===== src/rtl/serial_port_defs.svh =====
// Constants for the four mode serial port
`ifndef SERIAL_PORT_DEFS_SVH
`define SERIAL_PORT_DEFS_SVH

`define SP_ADDR_CTRL    4'h0
`define SP_ADDR_BUF     4'h4
`define SP_ADDR_BAUD    4'h8

`define SP_F_RI         0
`define SP_F_TI         1
`define SP_F_RB8        2
`define SP_F_TB8        3
`define SP_F_REN        4
`define SP_F_SM2        5
`define SP_F_MODE_LO    6
`define SP_F_MODE_HI    7
`define SP_F_SMOD       0

`define SP_MODE_SHIFT   2'h0
`define SP_MODE_8BIT    2'h1
`define SP_MODE_9FIX    2'h2

`define SP_STATE1_PHASE1         4'h0
`define SP_STATE3_PHASE1         4'h4
`define SP_STATE5_PHASE2         4'h9
`define SP_STATE6_PHASE1         4'ha
`define SP_STATE6_PHASE2         4'hb

`define SP_DIV_LAST     4'hf
`define SP_SAMP_FIRST   4'h7
`define SP_SAMP_LAST    4'h9
`define SP_M2_SLOW_LAST 2'h3

`define SP_TX_MARK      8'h01
`define SP_TX_DONE      9'h001
`define SP_RX_M0_LOAD   8'h7f
`define SP_RX_AS_LOAD   9'h1ff
`define SP_LINE_IDLE    1'b1

`endif


===== src/rtl/serial_port_pkg.sv =====
// Types shared by the four mode serial port
package serial_port_pkg;

	typedef enum logic [2:0] {
		TX_IDLE     = 3'h0,
		TX_M0_PEND  = 3'h1,
		TX_M0_ARM   = 3'h3,
		TX_M0_SEND  = 3'h2,
		TX_AS_REQ   = 3'h4,
		TX_AS_GO    = 3'h5,
		TX_AS_START = 3'h7,
		TX_AS_DATA  = 3'h6
	} tx_state_t;

	typedef enum logic [2:0] {
		RX_IDLE     = 3'h0,
		RX_M0_ARM   = 3'h1,
		RX_M0_SHIFT = 3'h3,
		RX_AS_BITS  = 3'h4,
		RX_AS_GAP   = 3'h5
	} rx_state_t;

	typedef enum logic [1:0] {
		REG_NONE = 2'h0,
		REG_CTRL = 2'h1,
		REG_BUF  = 2'h2,
		REG_BAUD = 2'h3
	} reg_sel_t;

	typedef struct packed {
		logic       ack;
		logic [7:0] rdat;
		logic [1:0] mode;
		logic       sm2;
		logic       ren;
		logic       tb8;
		logic       rb8;
		logic       ti;
		logic       ri;
		logic       smod;
		logic [7:0] serial_buffer_reg;
		logic [3:0] mc;
		logic [1:0] pre;
		tx_state_t  tx_st;
		logic [8:0] tsr;
		logic       tx_first;
		logic [3:0] tx_div;
		rx_state_t  rx_st;
		logic [8:0] rsr;
		logic       m0_wait;
		logic [3:0] rx_div;
		logic [2:0] maj;
		logic       samp;
		logic [2:0] sy;
		logic       rx_f;
		logic       rx_prev;
		logic       txd;
		logic       rxo;
		logic       rxoe;
	} port_state_t;

endpackage

===== src/rtl/four_mode_serial_port.sv =====
// Four mode serial port with a classic Wishbone register slave
`timescale 1ns/1ps
`include "serial_port_defs.svh"

module four_mode_serial_port (
	input  wire logic        ref_clk_i,
	input  wire logic        rst_n_i,
	input  wire logic        ce_i,
	input  wire logic        wb_cyc_i,
	input  wire logic        wb_stb_i,
	input  wire logic        wb_we_i,
	input  wire logic [3:0]  wb_adr_i,
	input  wire logic [3:0]  wb_sel_i,
	input  wire logic [31:0] wb_dat_i,
	output logic      [31:0] wb_dat_o,
	output logic             wb_ack_o,
	input  wire logic        timer1_ovf_i,
	input  wire logic        rx_line_i,
	output logic             rx_line_o,
	output logic             rx_line_oe_o,
	output logic             tx_line_o,
	output logic             serial_irq_o
);
	import serial_port_pkg::*;

	port_state_t r;
	port_state_t next_r;

	logic        tick;
	logic        tx_roll;
	logic        rx_roll;
	logic        state1_phase1;
	logic        state6_phase2;
	logic        rd_req;
	logic        wr_en;
	logic        async_mode;
	logic        nine_bit;
	logic        bit_val;
	reg_sel_t    rd_sel;
	reg_sel_t    wr_sel;

	function automatic reg_sel_t decode_reg(input logic [3:0] adr);
		reg_sel_t s;
		s = REG_NONE;
		if (adr == `SP_ADDR_CTRL) begin
			s = REG_CTRL;
		end else if (adr == `SP_ADDR_BUF) begin
			s = REG_BUF;
		end else if (adr == `SP_ADDR_BAUD) begin
			s = REG_BAUD;
		end
		return s;
	endfunction

	function automatic logic majority(input logic [2:0] v);
		return (v[0] & v[1]) | (v[0] & v[2]) | (v[1] & v[2]);
	endfunction

	// Mode 2 derives its tick from the clock; modes 1 and 3 use timer overflows
	assign tick       = (r.mode == `SP_MODE_9FIX) ?
	                    (r.smod ? r.pre[0] : (r.pre == `SP_M2_SLOW_LAST)) : timer1_ovf_i;
	assign tx_roll    = tick && (r.tx_div == `SP_DIV_LAST);
	assign rx_roll    = tick && (r.rx_div == `SP_DIV_LAST);
	assign state1_phase1       = (r.mc == `SP_STATE1_PHASE1);
	assign state6_phase2       = (r.mc == `SP_STATE6_PHASE2);
	assign rd_req     = wb_cyc_i & wb_stb_i & ~r.ack;
	assign wr_en      = wb_cyc_i & wb_stb_i & wb_we_i & r.ack & wb_sel_i[0];
	assign rd_sel     = decode_reg(wb_adr_i);
	assign wr_sel     = wr_en ? decode_reg(wb_adr_i) : REG_NONE;
	assign async_mode = (r.mode != `SP_MODE_SHIFT);
	assign nine_bit   = r.mode[1];
	assign bit_val    = majority(r.maj);

	always_comb begin
		next_r = r;

		// Twelve clocks per machine cycle, counted STATE1_PHASE1 to STATE6_PHASE2
		next_r.mc  = state6_phase2 ? `SP_STATE1_PHASE1 : r.mc + 4'h1;
		next_r.pre = r.pre + 2'h1;

		// Only the settled pair of synchroniser stages is trusted
		next_r.sy = {r.sy[1:0], rx_line_i};
		if (r.sy[1] == r.sy[2]) begin
			next_r.rx_f = r.sy[2];
		end
		if (tick) begin
			next_r.tx_div  = r.tx_div + 4'h1;
			next_r.rx_div  = r.rx_div + 4'h1;
			next_r.rx_prev = r.rx_f;
		end

		// Bus slave: ack one cycle after the request, write lands on the ack edge
		next_r.ack = rd_req;
		if (rd_req) begin
			unique case (rd_sel)
				REG_CTRL: next_r.rdat = {r.mode, r.sm2, r.ren, r.tb8, r.rb8, r.ti, r.ri};
				REG_BUF:  next_r.rdat = r.serial_buffer_reg;
				REG_BAUD: next_r.rdat = {5'h00, r.rx_st != RX_IDLE, r.tx_st != TX_IDLE, r.smod};
				REG_NONE: next_r.rdat = 8'h00;
			endcase
		end
		if (wr_sel == REG_CTRL) begin
			next_r.mode = wb_dat_i[`SP_F_MODE_HI:`SP_F_MODE_LO];
			next_r.sm2  = wb_dat_i[`SP_F_SM2];
			next_r.ren  = wb_dat_i[`SP_F_REN];
			next_r.tb8  = wb_dat_i[`SP_F_TB8];
			next_r.rb8  = wb_dat_i[`SP_F_RB8];
			next_r.ti   = wb_dat_i[`SP_F_TI];
			next_r.ri   = wb_dat_i[`SP_F_RI];
		end
		if (wr_sel == REG_BAUD) begin
			next_r.smod = wb_dat_i[`SP_F_SMOD];
		end

		// Transmitter; a buffer write while busy is dropped to keep the frame intact
		unique case (r.tx_st)
			TX_IDLE: begin
				if (wr_sel == REG_BUF) begin
					next_r.tsr      = {(nine_bit ? r.tb8 : 1'b1), wb_dat_i[7:0]};
					next_r.tx_first = 1'b1;
					next_r.tx_st    = async_mode ? TX_AS_REQ : TX_M0_PEND;
				end
			end
			TX_M0_PEND: begin
				if (state6_phase2) begin
					next_r.tx_st = TX_M0_ARM;
				end
			end
			TX_M0_ARM: begin
				if (state6_phase2) begin
					next_r.tx_st = TX_M0_SEND;
				end
			end
			TX_M0_SEND: begin
				if (state1_phase1 && r.tsr == `SP_TX_DONE) begin
					next_r.tx_st = TX_IDLE;
					next_r.ti    = 1'b1;
				end else if (state6_phase2) begin
					next_r.tsr = {1'b0, r.tsr[8:1]};
				end
			end
			TX_AS_REQ: begin
				if (tx_roll) begin
					next_r.tx_st = TX_AS_GO;
				end
			end
			TX_AS_GO: begin
				if (state1_phase1) begin
					next_r.tx_st = TX_AS_START;
				end
			end
			TX_AS_START: begin
				if (tx_roll) begin
					next_r.tx_st = TX_AS_DATA;
				end
			end
			TX_AS_DATA: begin
				if (tx_roll) begin
					next_r.tsr      = {r.tx_first & nine_bit, r.tsr[8:1]};
					next_r.tx_first = 1'b0;
					if (!r.tx_first && r.tsr[8:1] == `SP_TX_MARK) begin
						next_r.tx_st = TX_IDLE;
						next_r.ti    = 1'b1;
					end
				end
			end
		endcase

		// Receiver; mode 0 samples the filter bit once at SP_STATE5_PHASE2, without the majority vote
		unique case (r.rx_st)
			RX_IDLE: begin
				if (r.ren && !async_mode) begin
					if (!r.ri && r.tx_st == TX_IDLE) begin
						next_r.rx_st   = RX_M0_ARM;
						next_r.m0_wait = 1'b1;
					end
				end else if (r.ren && tick && r.rx_prev && !r.rx_f) begin
					next_r.rx_div = 4'h0;
					next_r.rsr    = `SP_RX_AS_LOAD;
					next_r.maj    = 3'h0;
					next_r.rx_st  = RX_AS_BITS;
				end
			end
			RX_M0_ARM: begin
				if (state1_phase1) begin
					next_r.m0_wait = 1'b0;
				end
				if (state6_phase2 && !r.m0_wait) begin
					next_r.rsr   = {1'b1, `SP_RX_M0_LOAD};
					next_r.rx_st = RX_M0_SHIFT;
				end
			end
			RX_M0_SHIFT: begin
				if (r.mc == `SP_STATE5_PHASE2) begin
					next_r.samp = r.rx_f;
				end
				if (state1_phase1 && r.m0_wait) begin
					next_r.m0_wait = 1'b0;
					next_r.rx_st   = RX_IDLE;
					next_r.ri      = 1'b1;
				end else if (state6_phase2 && !r.m0_wait) begin
					// Shifting right keeps the first bit in bit 0 of the buffer
					next_r.rsr[7:0] = {r.samp, r.rsr[7:1]};
					if (!r.rsr[0]) begin
						next_r.serial_buffer_reg    = {r.samp, r.rsr[7:1]};
						next_r.m0_wait = 1'b1;
					end
				end
			end
			RX_AS_BITS: begin
				if (!r.ren) begin
					next_r.rx_st = RX_IDLE;
				end else begin
					if (tick && r.rx_div >= `SP_SAMP_FIRST && r.rx_div <= `SP_SAMP_LAST) begin
						next_r.maj = {r.maj[1:0], r.rx_f};
					end
					if (rx_roll) begin
						if (r.rsr == `SP_RX_AS_LOAD && bit_val) begin
							next_r.rx_st = RX_IDLE;
						end else if (!r.rsr[0]) begin
							if (!r.ri && (!r.sm2 || bit_val)) begin
								next_r.serial_buffer_reg = r.rsr[8:1];
								next_r.rb8  = bit_val;
								next_r.ri   = 1'b1;
							end
							next_r.rx_st = nine_bit ? RX_AS_GAP : RX_IDLE;
						end else begin
							next_r.rsr = {bit_val, r.rsr[8:1]};
						end
					end
				end
			end
			RX_AS_GAP: begin
				if (rx_roll) begin
					next_r.rx_st = RX_IDLE;
				end
			end
			default: begin
				next_r.rx_st = RX_IDLE;
			end
		endcase

		// Line drivers follow the next state so pins line up with it
		if (next_r.tx_st == TX_M0_SEND || next_r.rx_st == RX_M0_SHIFT) begin
			next_r.txd = !(next_r.mc >= `SP_STATE3_PHASE1 && next_r.mc < `SP_STATE6_PHASE1);
		end else if (next_r.tx_st == TX_AS_START) begin
			next_r.txd = 1'b0;
		end else if (next_r.tx_st == TX_AS_DATA) begin
			next_r.txd = next_r.tsr[0];
		end else begin
			next_r.txd = `SP_LINE_IDLE;
		end
		next_r.rxo  = next_r.tsr[0];
		next_r.rxoe = (next_r.tx_st == TX_M0_SEND);
	end

	always_ff @(posedge ref_clk_i or negedge rst_n_i) begin
		if (!rst_n_i) begin
			r         <= '0;
			r.txd     <= `SP_LINE_IDLE;
			r.sy      <= 3'h7;
			r.rx_f    <= `SP_LINE_IDLE;
			r.rx_prev <= `SP_LINE_IDLE;
		end else if (ce_i) begin
			r <= next_r;
		end
	end

	assign wb_dat_o     = {24'h000000, r.rdat};
	assign wb_ack_o     = r.ack;
	assign rx_line_o    = r.rxo;
	assign rx_line_oe_o = r.rxoe;
	assign tx_line_o    = r.txd;
	assign serial_irq_o = r.ri | r.ti;

endmodule


===== config.mk =====
export PLATFORM = sky130hd
export DESIGN_NAME = four_mode_serial_port
export DESIGN_NICKNAME = d
export VERILOG_FILES = /design/src/rtl/serial_port_pkg.sv /design/src/rtl/four_mode_serial_port.sv
export VERILOG_INCLUDE_DIRS = /design/src /design/src/rtl
export SDC_FILE = /design/constraint.sdc
export NUM_CORES = 1
export LEC_CHECK = 0
export BUFFER_PORTS_ARGS = -buffer_cell sky130_fd_sc_hd__clkbuf_2
export CORE_ASPECT_RATIO = 1.4
export CORE_MARGIN = 5
export CORE_UTILIZATION = 51
export DETAILED_ROUTE_END_ITERATION = 12
export GPL_TIMING_DRIVEN = 0
export PLACE_DENSITY_LB_ADDON = 0.2
export SETUP_SLACK_MARGIN = 0.2
export SYNTH_ARGS = -nofsm -noshare
export SYNTH_HDL_FRONTEND = slang
export SYNTH_SLANG_ARGS = --single-unit

===== constraint.sdc =====
create_clock -name ref_clk_i -period 2.1 [get_ports ref_clk_i]
set_clock_uncertainty 0.1 [all_clocks]
set_input_delay 0.42 -clock ref_clk_i [delete_from_list [all_inputs] [get_ports ref_clk_i]]
set_output_delay 0.42 -clock ref_clk_i [all_outputs]
set_load 0.02 [all_outputs]

==> results.md, run 1 <==
* CP peak stage delay at 370 ps
* MaxCap Viol Count at 0
* Total GRT Usage at 23.1%
* Final number of setup-violating endpoints at 35
* R2R Path Start: r[48]$_DFFE_PN0P_
* Die Wd at 90.7 µm
* Dpl ws at -459 ps
* Tightest Hold Check Type: in -> reg
* Most common cell after layout, fill and taps aside: buf_4
* Largest net degree at the start of global routing at 50
* First-pass GRT wire length at 20500 µm
* Worst skew pair latency at 340 ps
* Crit-path most repeated cell: buf_8
* Gp weighted congestion at 0.938
* Startpoint types: flop
* Iter 0 DRT Violations at 395
* Port bufs at 33
* Final Instance Count excl. Fillers at 719
* # rows at 41
* Clock tree sinks at 77
* CTS buffer count at 9
* Sequential Area at 1940 µm²
* Vias in the first global route at about 4.1k
* Gr ovfl total at 0
* CTS clock-pin slew for the worst setup and hold paths at 60 ps
* Post-synth EDFFs at 0
* Yosys warns at 0
* Final Hold Viols at 0
* WHS Path Cells at 2
* Most frequent cells in the layout: buf_4 (75), dfrtp_1 (69), nand2_1 (51)
* Outcome: finished with violations
* Fmax at 0.423 GHz
* Final nets at 663
* Multi-input logic area at around 2900 µm²
* Crit-path max FO at 8
* Hold_ws at 216 ps
* Wire per inst at 18.4 µm
* Period utilisation layout at 112%
* Cell Area, Synth at 4650 µm²
* CTS tree: yes
* Placed Cells at 648
* Fill cell count at 656
* Max-slew violation count at 0
* Via count at 4243
* Core Area at between 8000 and 9000 µm²
* Primary FF master, synth: dfrtp_1
* R2r endpoint: r[57]$_DFFE_PN0P_
* DIE AREA at 11200 µm²
* HP Start: rx_line_i
* Type of the worst setup path: reg -> reg
* Static leakage at about 3.0 nW
* CP cell instances: ha_2 > buf_8 > nand3b_1 > nor2_2 > o221ai_1 > a21oi_4 > and3_4 > buf_8 > mux2_4
* Slew margin rel. at between 40% and 50%
* Setup ws final at -261 ps
* Ant diodes at 0
* Initial Utilization at about 52%
* Critical Path RT at 2220 ps
* Period minus WS final at 2360 ps
* CP endpoint kind: flop
* First drt pass iteration count at 5
* RSZ-0062 raised after global routing: true
* Register area share after synthesis at a little over 40%
* Post-synthesis cell count at 484
* PwrDens at 905 nW/µm²
* Die height at 123 µm
* Hold Path Sink: next_r[6]$_DFFE_PN1P_
* CP startpoint: r[48]$_DFFE_PN0P_
* Antenna violations before repair at 0
* P&R area growth vs syn at 37.0%
* Failing checks: negative setup slack
* Final wirelength at 13300 µm
* Ys async rst share at 100%
* Number of I/O pins at between 80 and 90
* Antenna-violating nets left at 0
* Largest buffer count on any clock path at 2
* Unique masters post-synth at 72
* Residual DRC at 0
* H-tree depth at 3
* Root buf cell: clkbuf_16
* Final core utilization at 71.0%
* Worst endpoint data arrival time at 2480 ps
* Reg2Reg Setup Slack at -260 ps
* Layout cells sized above 1 at 43.6%
* Synth Register Bits at 77
* Worst r2r path cells at 9
* Slew @ Worst Pin at 771 ps
* Vias/cell at 5.90
* Avg Cell Area, Syn at around 9.6 µm²
* DP HPWL at about 8600 µm
* Peak VDD IR at 0.000544 V
* Slowest CP cell: dfrtp_1
## synthesized netlist by cell type, types with 3 or more instances
cell       n  share of area [%]
a21boi_0   3               0.48
a21oi_1   22                2.4
a221o_1    4               0.86
a22o_1     9                1.7
a22oi_1    5               0.81
a31oi_1    6               0.81
a41oi_1    3               0.57
and3_1     4               0.54
buf_4     33                5.3
clkbuf_1  16                1.3
dfrtp_1   71                 38
dfstp_2    6                3.4
ha_1       8                2.2
inv_1     24                1.9
mux2_2    37                9.0
mux2i_1    4               0.86
nand2_1   58                4.7
nand2b_1   3               0.40
nand3_1   12                1.3
nand3b_1   4               0.65
nand4_1    6               0.81
nor2_1    24                1.9
nor2b_1    5               0.67
nor3_1     7               0.75
nor3b_1    4               0.65
nor4_1     5               0.67
nor4_2     3               0.81
o211ai_1   5               0.81
o21ai_0   29                3.1
o22ai_1    3               0.40
o41ai_1    3               0.57
or2_2      3               0.40
or4_1      3               0.48
xnor2_1    3               0.57
xor2_1     4               0.75
## metrics by stage
| stage | setup TNS, ps | total power [W] | area (µm²) |
|---|---|---|---|
| after CTS | -5500 | 0.00549 | 5990 |
| after floorplan | -2220 | 0.00326 | 4900 |
| after global placement | -28620 | 0.00362 | 5200 |
| after detailed placement | -14990 | 0.00370 | 5230 |
| after global routing | -9260 | 0.00607 | 6370 |
| final | -6790 | 0.00577 | 6370 |
## worst max path at each step
stage,to,slack (ps),cells after the start
final,r[57]$_DFFE_PN0P_,-260,9
after detailed placement,r[35]$_DFFE_PN0P_,-460,6
after global placement,r[35]$_DFFE_PN0P_,-440,6
after global routing,r[52]$_DFFE_PN0P_,-340,9
after CTS,r[57]$_DFFE_PN0P_,-240,7
after floorplan,r[52]$_DFFE_PN0P_,-110,7
## repair_timing
action                     4_1_cts  5_1_grt
cloned                           1        0
setup endpoints to repair       57       51
hold buffers                     1        0
setup buffers                   31       22
pin swaps                       18       33
hold endpoints to repair        28        0
gates resized for setup         54       51
## power by group
part           switching [W]  leakage (nW)  internal (W)
clock network       0.000613         0.130      0.000862
registers           0.000330         0.972       0.00180
logic                0.00116          1.88       0.00101
## layout make-up
class,instances,share of cell area [%]
inverters,24,1.41
plain buffers,52,5.93
flip-flops and latches,77,30.4
well taps,107,2.10
repair buffers,89,10.9
multi-input cells,354,44.8
clock buffers,11,3.97
clock inverters,5,0.550
## critical path, delay by kind of cell (launching register included)
kind            cells  cell delay (ps)
flops               1              370
compound gates      2              410
fa+ha+maj           1              200
simple gates        3              620
buf+inv             2              230
mux                 1              300
## registers in the layout, summed over array words and instances, names as in the netlist
register and count:
next_r 2, nine_bit 1, r 63, rx_line_oe_o 1
tx_line_o 1, wb_ack_o 1, wb_dat_o 8
## cell families (layout without fill, tap and decap cells)
| kind of cell | count (synthesis) | in the layout | synth area share, % |
|---|---|---|---|
| simple gates | 158 | 158 | 18.5 |
| compound gates | 113 | 113 | 16.6 |
| mux | 43 | 43 | 10.6 |
| other cells | 1 | 24 | 0.0806 |
| buf+inv | 76 | 181 | 8.85 |
| xor+xnor | 7 | 7 | 1.32 |
| fa+ha+maj | 9 | 9 | 2.37 |
| flops | 77 | 77 | 41.6 |
## routing by layer
metal  global-route usage, %  part of all wire [%]  up-vias
met2                    39.0                    50      183
met3                    4.63                   5.9       53
met5                       0                     0        -
li1                        -                     -     1945
met1                    27.2                    39     2062
met4                    13.8                   4.9        0
No activity file was read; power rests on OpenSTA's default activity.
==> run 2, diff against run 1 <==
--- a/config.mk
+++ b/config.mk
@@ -6,6 +6,7 @@
 export SDC_FILE = /design/constraint.sdc
 export NUM_CORES = 1
 export LEC_CHECK = 0
+export ABC_AREA = 1
 export BUFFER_PORTS_ARGS = -buffer_cell sky130_fd_sc_hd__clkbuf_2
 export CORE_ASPECT_RATIO = 1.4
 export CORE_MARGIN = 5
==> run 2 against run 1 <==
Compared with the run above: the flow now finishes without violations; worst setup slack better by 410 ps; highest routed layer unchanged; fmax increased by 21%; die area grew 1.0%; hold slack got worse by 39 ps; critical endpoint is now r[22]$_DFFE_PN0P_; largest cell class unchanged.
==> results.md, run 2 <==
* Total power at 0.00603 W
* Via count at 4426
* MaxCap Viol Count at 0
* Period utilisation layout at 93.0%
* PwrDens at 1010 nW/µm²
* First drt pass iteration count at 5
* P&R area growth vs syn at 27.5%
* Slew margin rel. at 61.2%
* Outcome: finished clean
* Port bufs at 32
* WHS Path Cells at 3
* Clock tree sinks at 77
* Type of the worst setup path: reg -> reg
* Worst r2r path cells at 13
* Peak VDD IR at approximately 0.00076 V
* Iter 0 DRT Violations at 282
* Unique masters post-synth at 48
* DP Area at 5110 µm²
* Gp weighted congestion at 0.863
* Wire per inst at between 15 and 20 µm
* Die height at between 100 and 150 µm
* Hold Path Sink: next_r[6]$_DFFE_PN1P_
* Root buf cell: clkbuf_16
* HP Start: rx_line_i
* Final Hold Viols at 0
* Cell Area, Synth at 4700 µm²
* Slew @ Worst Pin at 582 ps
* Vias in the first global route at 4217
* Total GRT Usage at 21.4%
* Antenna-violating nets left at 0
* RSZ-0062 raised after global routing: true
* Design Area, Final at 6000 µm²
* Most common cell after layout, fill and taps aside: nand2_1
* Final number of setup-violating endpoints at 0
* Static leakage at 2.86 nW
* R2r endpoint: r[22]$_DFFE_PN0P_
* Reg2Reg Setup Slack at 150 ps
* Primary FF master, synth: dfrtp_1
* Fmax at 0.512 GHz
* Post-synth EDFFs at 0
* Largest net degree at the start of global routing at 43
* Final core utilization at 66.4%
* Fill cell count at 735
* Max reg flops at 63
* Largest buffer count on any clock path at 2
* Dpl ws at -57.6 ps
* Ranking of synthesized cells by area: dfrtp_1 (38%), nand2_1 (12%), buf_4 (5.3%), o21ai_0 (4.9%), inv_1 (4.5%)
* Count leader, synth: nand2_1
* Layout cells sized above 1 at 31.5%
* DIE AREA at approximately 11000 µm²
* Final wirelength at 12400 µm
* Antenna violations before repair at 0
* Ys async rst share at 100%
* Area leader, netlist: dfrtp_1
* CTS tree: yes
* CTS clock-pin slew for the worst setup and hold paths at 60 ps
* Critical Path RT at 2230 ps
* Final nets at 768
* Crit-path max FO at 5
* Register area share after synthesis at 41.1%
* Residual DRC at 0
* Vias/cell at 5.37
* Setup ws final at ~150 ps
* # rows at 41
* Worst skew pair latency at 340 ps
* Tightest Hold Check Type: in -> reg
* Gr ovfl total at 0
* Largest Register: r
* Core Area at around 9000 µm²
* Yosys warns at 0
* Ant diodes at 0
* Startpoint types: flop
* Post-synthesis cell count at just over 600
* CTS buffer count at 9
* Number of I/O pins at between 80 and 90
* Most frequent cells in the layout: nand2_1 (138), dfrtp_1 (67), buf_4 (64)
* R2R Path Start: r[46]$_DFFE_PN0P_
* Area share of the largest cell type after synthesis at around 38%
* Initial Utilization at 52.1%
* Die Wd at ~91 µm
* DP HPWL at around 8400 µm
* Worst endpoint data arrival time at 2080 ps
* First-pass GRT wire length at around 20000 µm
* Period minus WS final at 1950 ps
* Avg Cell Area, Syn at around 7.8 µm²
* H-tree depth at 3
* Synth Register Bits at 77
* CP endpoint kind: flop
* Max-slew violation count at 0
* Post-synth top cells: nand2_1 (146), dfrtp_1 (71), inv_1 (57), nor2_1 (56), o21ai_0 (46)
## run 2: cell count changes after synthesis, moves of 9 or more
cell	previous run	this run
nor2_1	24	56
nor2_2	0	9
a22o_1	9	0
o21ai_2	0	10
nand2_2	0	11
inv_2	0	9
nand3_1	12	23
o21ai_0	29	46
nand2_1	58	146
inv_1	24	57
clkbuf_1	16	5
mux2_2	37	5
## run 2: repair_timing
action                                  in CTS  in global routing
buffers inserted                            20                 16
gates resized for setup                     23                 54
pin swaps                                   11                 19
endpoints found under the setup margin      31                 47
cloned                                       1                  1
hold buffers                                 1                  0
hold endpoints to repair                    31                  0
## run 2: final cells by class
type	count	area, µm²	area share [%]
plain buffers	43	312	5.20
clock buffers	11	243	4.05
multi-input cells	442	2500	41.7
flip-flops and latches	77	1940	32.3
well taps	107	134	2.23
clock inverters	5	81.3	1.36
inverters	67	262	4.36
repair buffers	72	526	8.76
## run 2: worst max-delay path: stages, from the launching register on
cell     delay (ps)
dfrtp_1         360
ha_2            180
nand2_2          60
nand3_4          80
nand2_4          90
nor2_4          120
nand2_2          80
nand2_2          90
inv_2            70
nor3_4          230
nand2_4         130
buf_8           160
nand2_2          50
o21ai_2          50
## run 2: logic make-up (layout without fill, tap and decap cells)
logic type,count (synthesis),after routing,synth area share [%]
simple gates,287,287,28.3
flops,77,77,41.1
xor+xnor,4,4,0.745
fa+ha+maj,8,8,2.13
compound gates,114,114,14.7
other cells,1,24,0.0797
mux,5,5,1.20
buf+inv,110,198,11.8
## run 2: metal layers
layer  part of all wire, %  global-route usage, %
met2                    50                   36.3
met1                    40                   25.4
met4                   4.3                   12.2
met5                     0                      0
met3                   5.4                   3.99
## run 2: through the flow
step	hold slack, ps	setup TNS (ps)	std cells
5_1_grt	221	0	824
2_1_floorplan	24.4	0	629
3_3_place_gp	359	-13760	768
6_report	177	0	824
3_5_place_dp	346	-267	769
4_1_cts	179	0	807
## run 2: worst max path at each step
stage	to	slack [ps]	startpoint
floorplan	r[23]$_DFFE_PN0P_	300	r[46]$_DFFE_PN0P_
global placement	r[51]$_DFFE_PN0P_	-200	rst_n_i
detailed placement	wb_dat_o[3]$_DFFE_PN0P_	-60	ce_i
CTS	r[20]$_DFFE_PN0P_	170	r[46]$_DFFE_PN0P_
global route	r[22]$_DFFE_PN0P_	50	r[46]$_DFFE_PN0P_
finish	r[22]$_DFFE_PN0P_	150	r[46]$_DFFE_PN0P_
## run 2: where the power goes
| group | internal (W) | switching [W] | total [W] |
|---|---|---|---|
| Sequential | 0.00185 | 0.000311 | 0.00216 |
| Clock | 0.00108 | 0.000626 | 0.00170 |
| Combinational | 0.000902 | 0.00127 | 0.00217 |
==> run 3, diff against run 2 <==
--- a/config.mk
+++ b/config.mk
@@ -14,7 +14,6 @@
 export DETAILED_ROUTE_END_ITERATION = 12
 export GPL_TIMING_DRIVEN = 0
 export PLACE_DENSITY_LB_ADDON = 0.2
-export SETUP_SLACK_MARGIN = 0.2
 export SYNTH_ARGS = -nofsm -noshare
 export SYNTH_HDL_FRONTEND = slang
 export SYNTH_SLANG_ARGS = --single-unit
==> run 3 against run 2 <==
Compared with the run above: register-to-register slack lost 90 ps; flip-flop and latch count is the same; cell count shrank 3.4%; critical endpoint unchanged.
==> results.md, run 3 (synthesis gave the netlist of run 2 again) <==
* Internal power at 0.00366 W
* Peak VDD IR at roughly 0.00076 V
* DIE AREA at 11300 µm²
* First-pass GRT wire length at 18800 µm
* Switching share of power at 35.9%
* Largest Register: r
* First drt pass iteration count at 5
* CTS tree: yes
* Via count at approximately 4.2k
* Worst skew pair latency at 340 ps
* Layout cells sized above 1 at approximately a quarter
* Tightest Hold Check Type: in -> reg
* Switching power at slightly above 0.002 W
* R2r endpoint: r[22]$_DFFE_PN0P_
* Die height at 124 µm
* Final nets at 740
* Setup ws final at 55.8 ps
* Fmax at 0.489 GHz
* Wire per inst at about 14 µm
* Final Hold Viols at 0
* Type of the worst setup path: reg -> reg
* CP startpoint: r[50]$_DFFE_PN0P_
* H-tree depth at 3
* Period minus WS final at 2040 ps
* Outcome: finished clean
* Gr ovfl total at 0
* Reg2Reg Setup Slack at 60 ps
* Vias/cell at between 5 and 6
* Max-slew violation count at 0
* Residual DRC at 0
* Worst endpoint data arrival time at 2170 ps
* Dpl ws at -57.6 ps
* Buf/Inv on CP at 1
* Clock power frac at 29.7%
* Fill cell count at 788
* Static leakage at 2.71 nW
* Antenna-violating nets left at 0
* Slew margin rel. at 58.1%
* Period utilisation layout at between 90% and 100%
* Sequential Power Share at 37.6%
* Most common cell after layout, fill and taps aside: nand2_1
* Number of I/O pins at 85
* Final wirelength at 11500 µm
* CP peak stage delay at 420 ps
* Worst r2r path cells at 9
* DP HPWL at around 8400 µm
* Combinational share of power at 32.8%
* Slowest CP cell: dfrtp_1
* P&R area growth vs syn at 19.6%
* Total GRT Usage at 20.6%
* Gp weighted congestion at between 0.8 and 0.9
* Core Area at 9030 µm²
* Die Wd at just over 90 µm
* R2R Path Start: r[50]$_DFFE_PN0P_
* DP Area at 5110 µm²
* CTS clock-pin slew for the worst setup and hold paths at 60 ps
* Family with the most delay on the worst path: simple AND/OR/NAND/NOR gates
* Startpoint types: flop
* Crit path depth at 9
* CTS buffer count at 9
* Critical path endpoint: r[22]$_DFFE_PN0P_
* Max reg flops at between 60 and 70
* Final number of setup-violating endpoints at 0
* Ant diodes at 0
* Root buf cell: clkbuf_16
* Crit-path max FO at 9
* Slew @ Worst Pin at 628 ps
* Clock tree sinks at 77
* Design Area, Final at 5620 µm²
* Most frequent cells in the layout: nand2_1 (145), dfrtp_1 (68), inv_1 (55)
* Port bufs at 32
* MaxCap Viol Count at 0
* Initial Utilization at 52.1%
* # rows at ~40
* Critical Path RT at 2230 ps
* CP endpoint kind: flop
* Vias in the first global route at between 4k and 5k
* Iter 0 DRT Violations at 259
* Antenna violations before repair at 0
* Largest buffer count on any clock path at 2
* CP cell instances: nor2_1 > nand2_2 > nor2_2 > nor2_1 > nor3_4 > nand2_4 > buf_8 > nand2_2 > o21ai_2
* PwrDens at 1020 nW/µm²
* Largest net degree at the start of global routing at 43
[run 3: metrics by stage]
step	util [%]	std cells	power [W]	setup TNS (ps)	hold WS [ps]
after global placement	56.3	768	0.00378	-13760	359
after global routing	62.3	796	0.00606	-43.7	221
after CTS	60.3	786	0.00555	0	179
after detailed placement	56.6	769	0.00384	-267	346
final	62.3	796	0.00571	0	181
after floorplan	-	629	0.00342	0	24.4
[run 3: worst min-delay path by stage]
| stage | from | end | slack (ps) | depth (start not counted) |
|---|---|---|---|---|
| 2_1_floorplan | rst_n_i | nine_bit$_DFFE_PN0P_ | 20 | 0 |
| 3_3_place_gp | r[32]$_DFFE_PN0P_ | r[32]$_DFFE_PN0P_ | 360 | 1 |
| 3_5_place_dp | rst_n_i | wb_dat_o[3]$_DFFE_PN0P_ | 350 | 1 |
| 4_1_cts | rx_line_i | next_r[6]$_DFFE_PN1P_ | 180 | 3 |
| 5_1_grt | rx_line_i | next_r[6]$_DFFE_PN1P_ | 220 | 3 |
| 6_report | rx_line_i | next_r[6]$_DFFE_PN1P_ | 180 | 3 |
[run 3: layout make-up]
cell class / instances / area, µm² / share of cell area, %
Tap cell: 107 / 134 / 2.38
Multi-Input combinational cell: 442 / 2360 / 42.0
Timing Repair Buffer: 44 / 310 / 5.52
Clock buffer: 11 / 243 / 4.32
Clock inverter: 5 / 81.3 / 1.45
Sequential cell: 77 / 1940 / 34.5
Buffer: 43 / 307 / 5.45
Inverter: 67 / 251 / 4.47
[run 3: power by group through the flow]
stage | Clock (W) | Combinational (W) | Sequential [W]
2_1_floorplan | 0 | 0.00131 | 0.00211
3_3_place_gp | 0 | 0.00164 | 0.00215
3_5_place_dp | 0 | 0.00169 | 0.00216
4_1_cts | 0.00171 | 0.00171 | 0.00213
5_1_grt | 0.00177 | 0.00210 | 0.00220
6_report | 0.00169 | 0.00187 | 0.00214
[run 3: repair_timing]
action	CTS	global route
endpoints found under the setup margin	0	30
resized for setup	0	19
setup buffers	0	9
endpoints found under the hold margin	31	0
hold buffers	1	0
[run 3: worst min-delay path, stage by stage]
cell and delay (ps):
clkbuf_2 80, nand2_1 50, o21ai_0 70
[run 3: routing by layer]
layer | up-vias | part of all wire, % | GRT usage (%)
met4 | 0 | 2.8 | 10.9
met3 | 30 | 4.8 | 3.75
met5 | - | 0 | 0
met2 | 126 | 51 | 35.2
met1 | 1980 | 42 | 24.7
li1 | 2102 | - | -
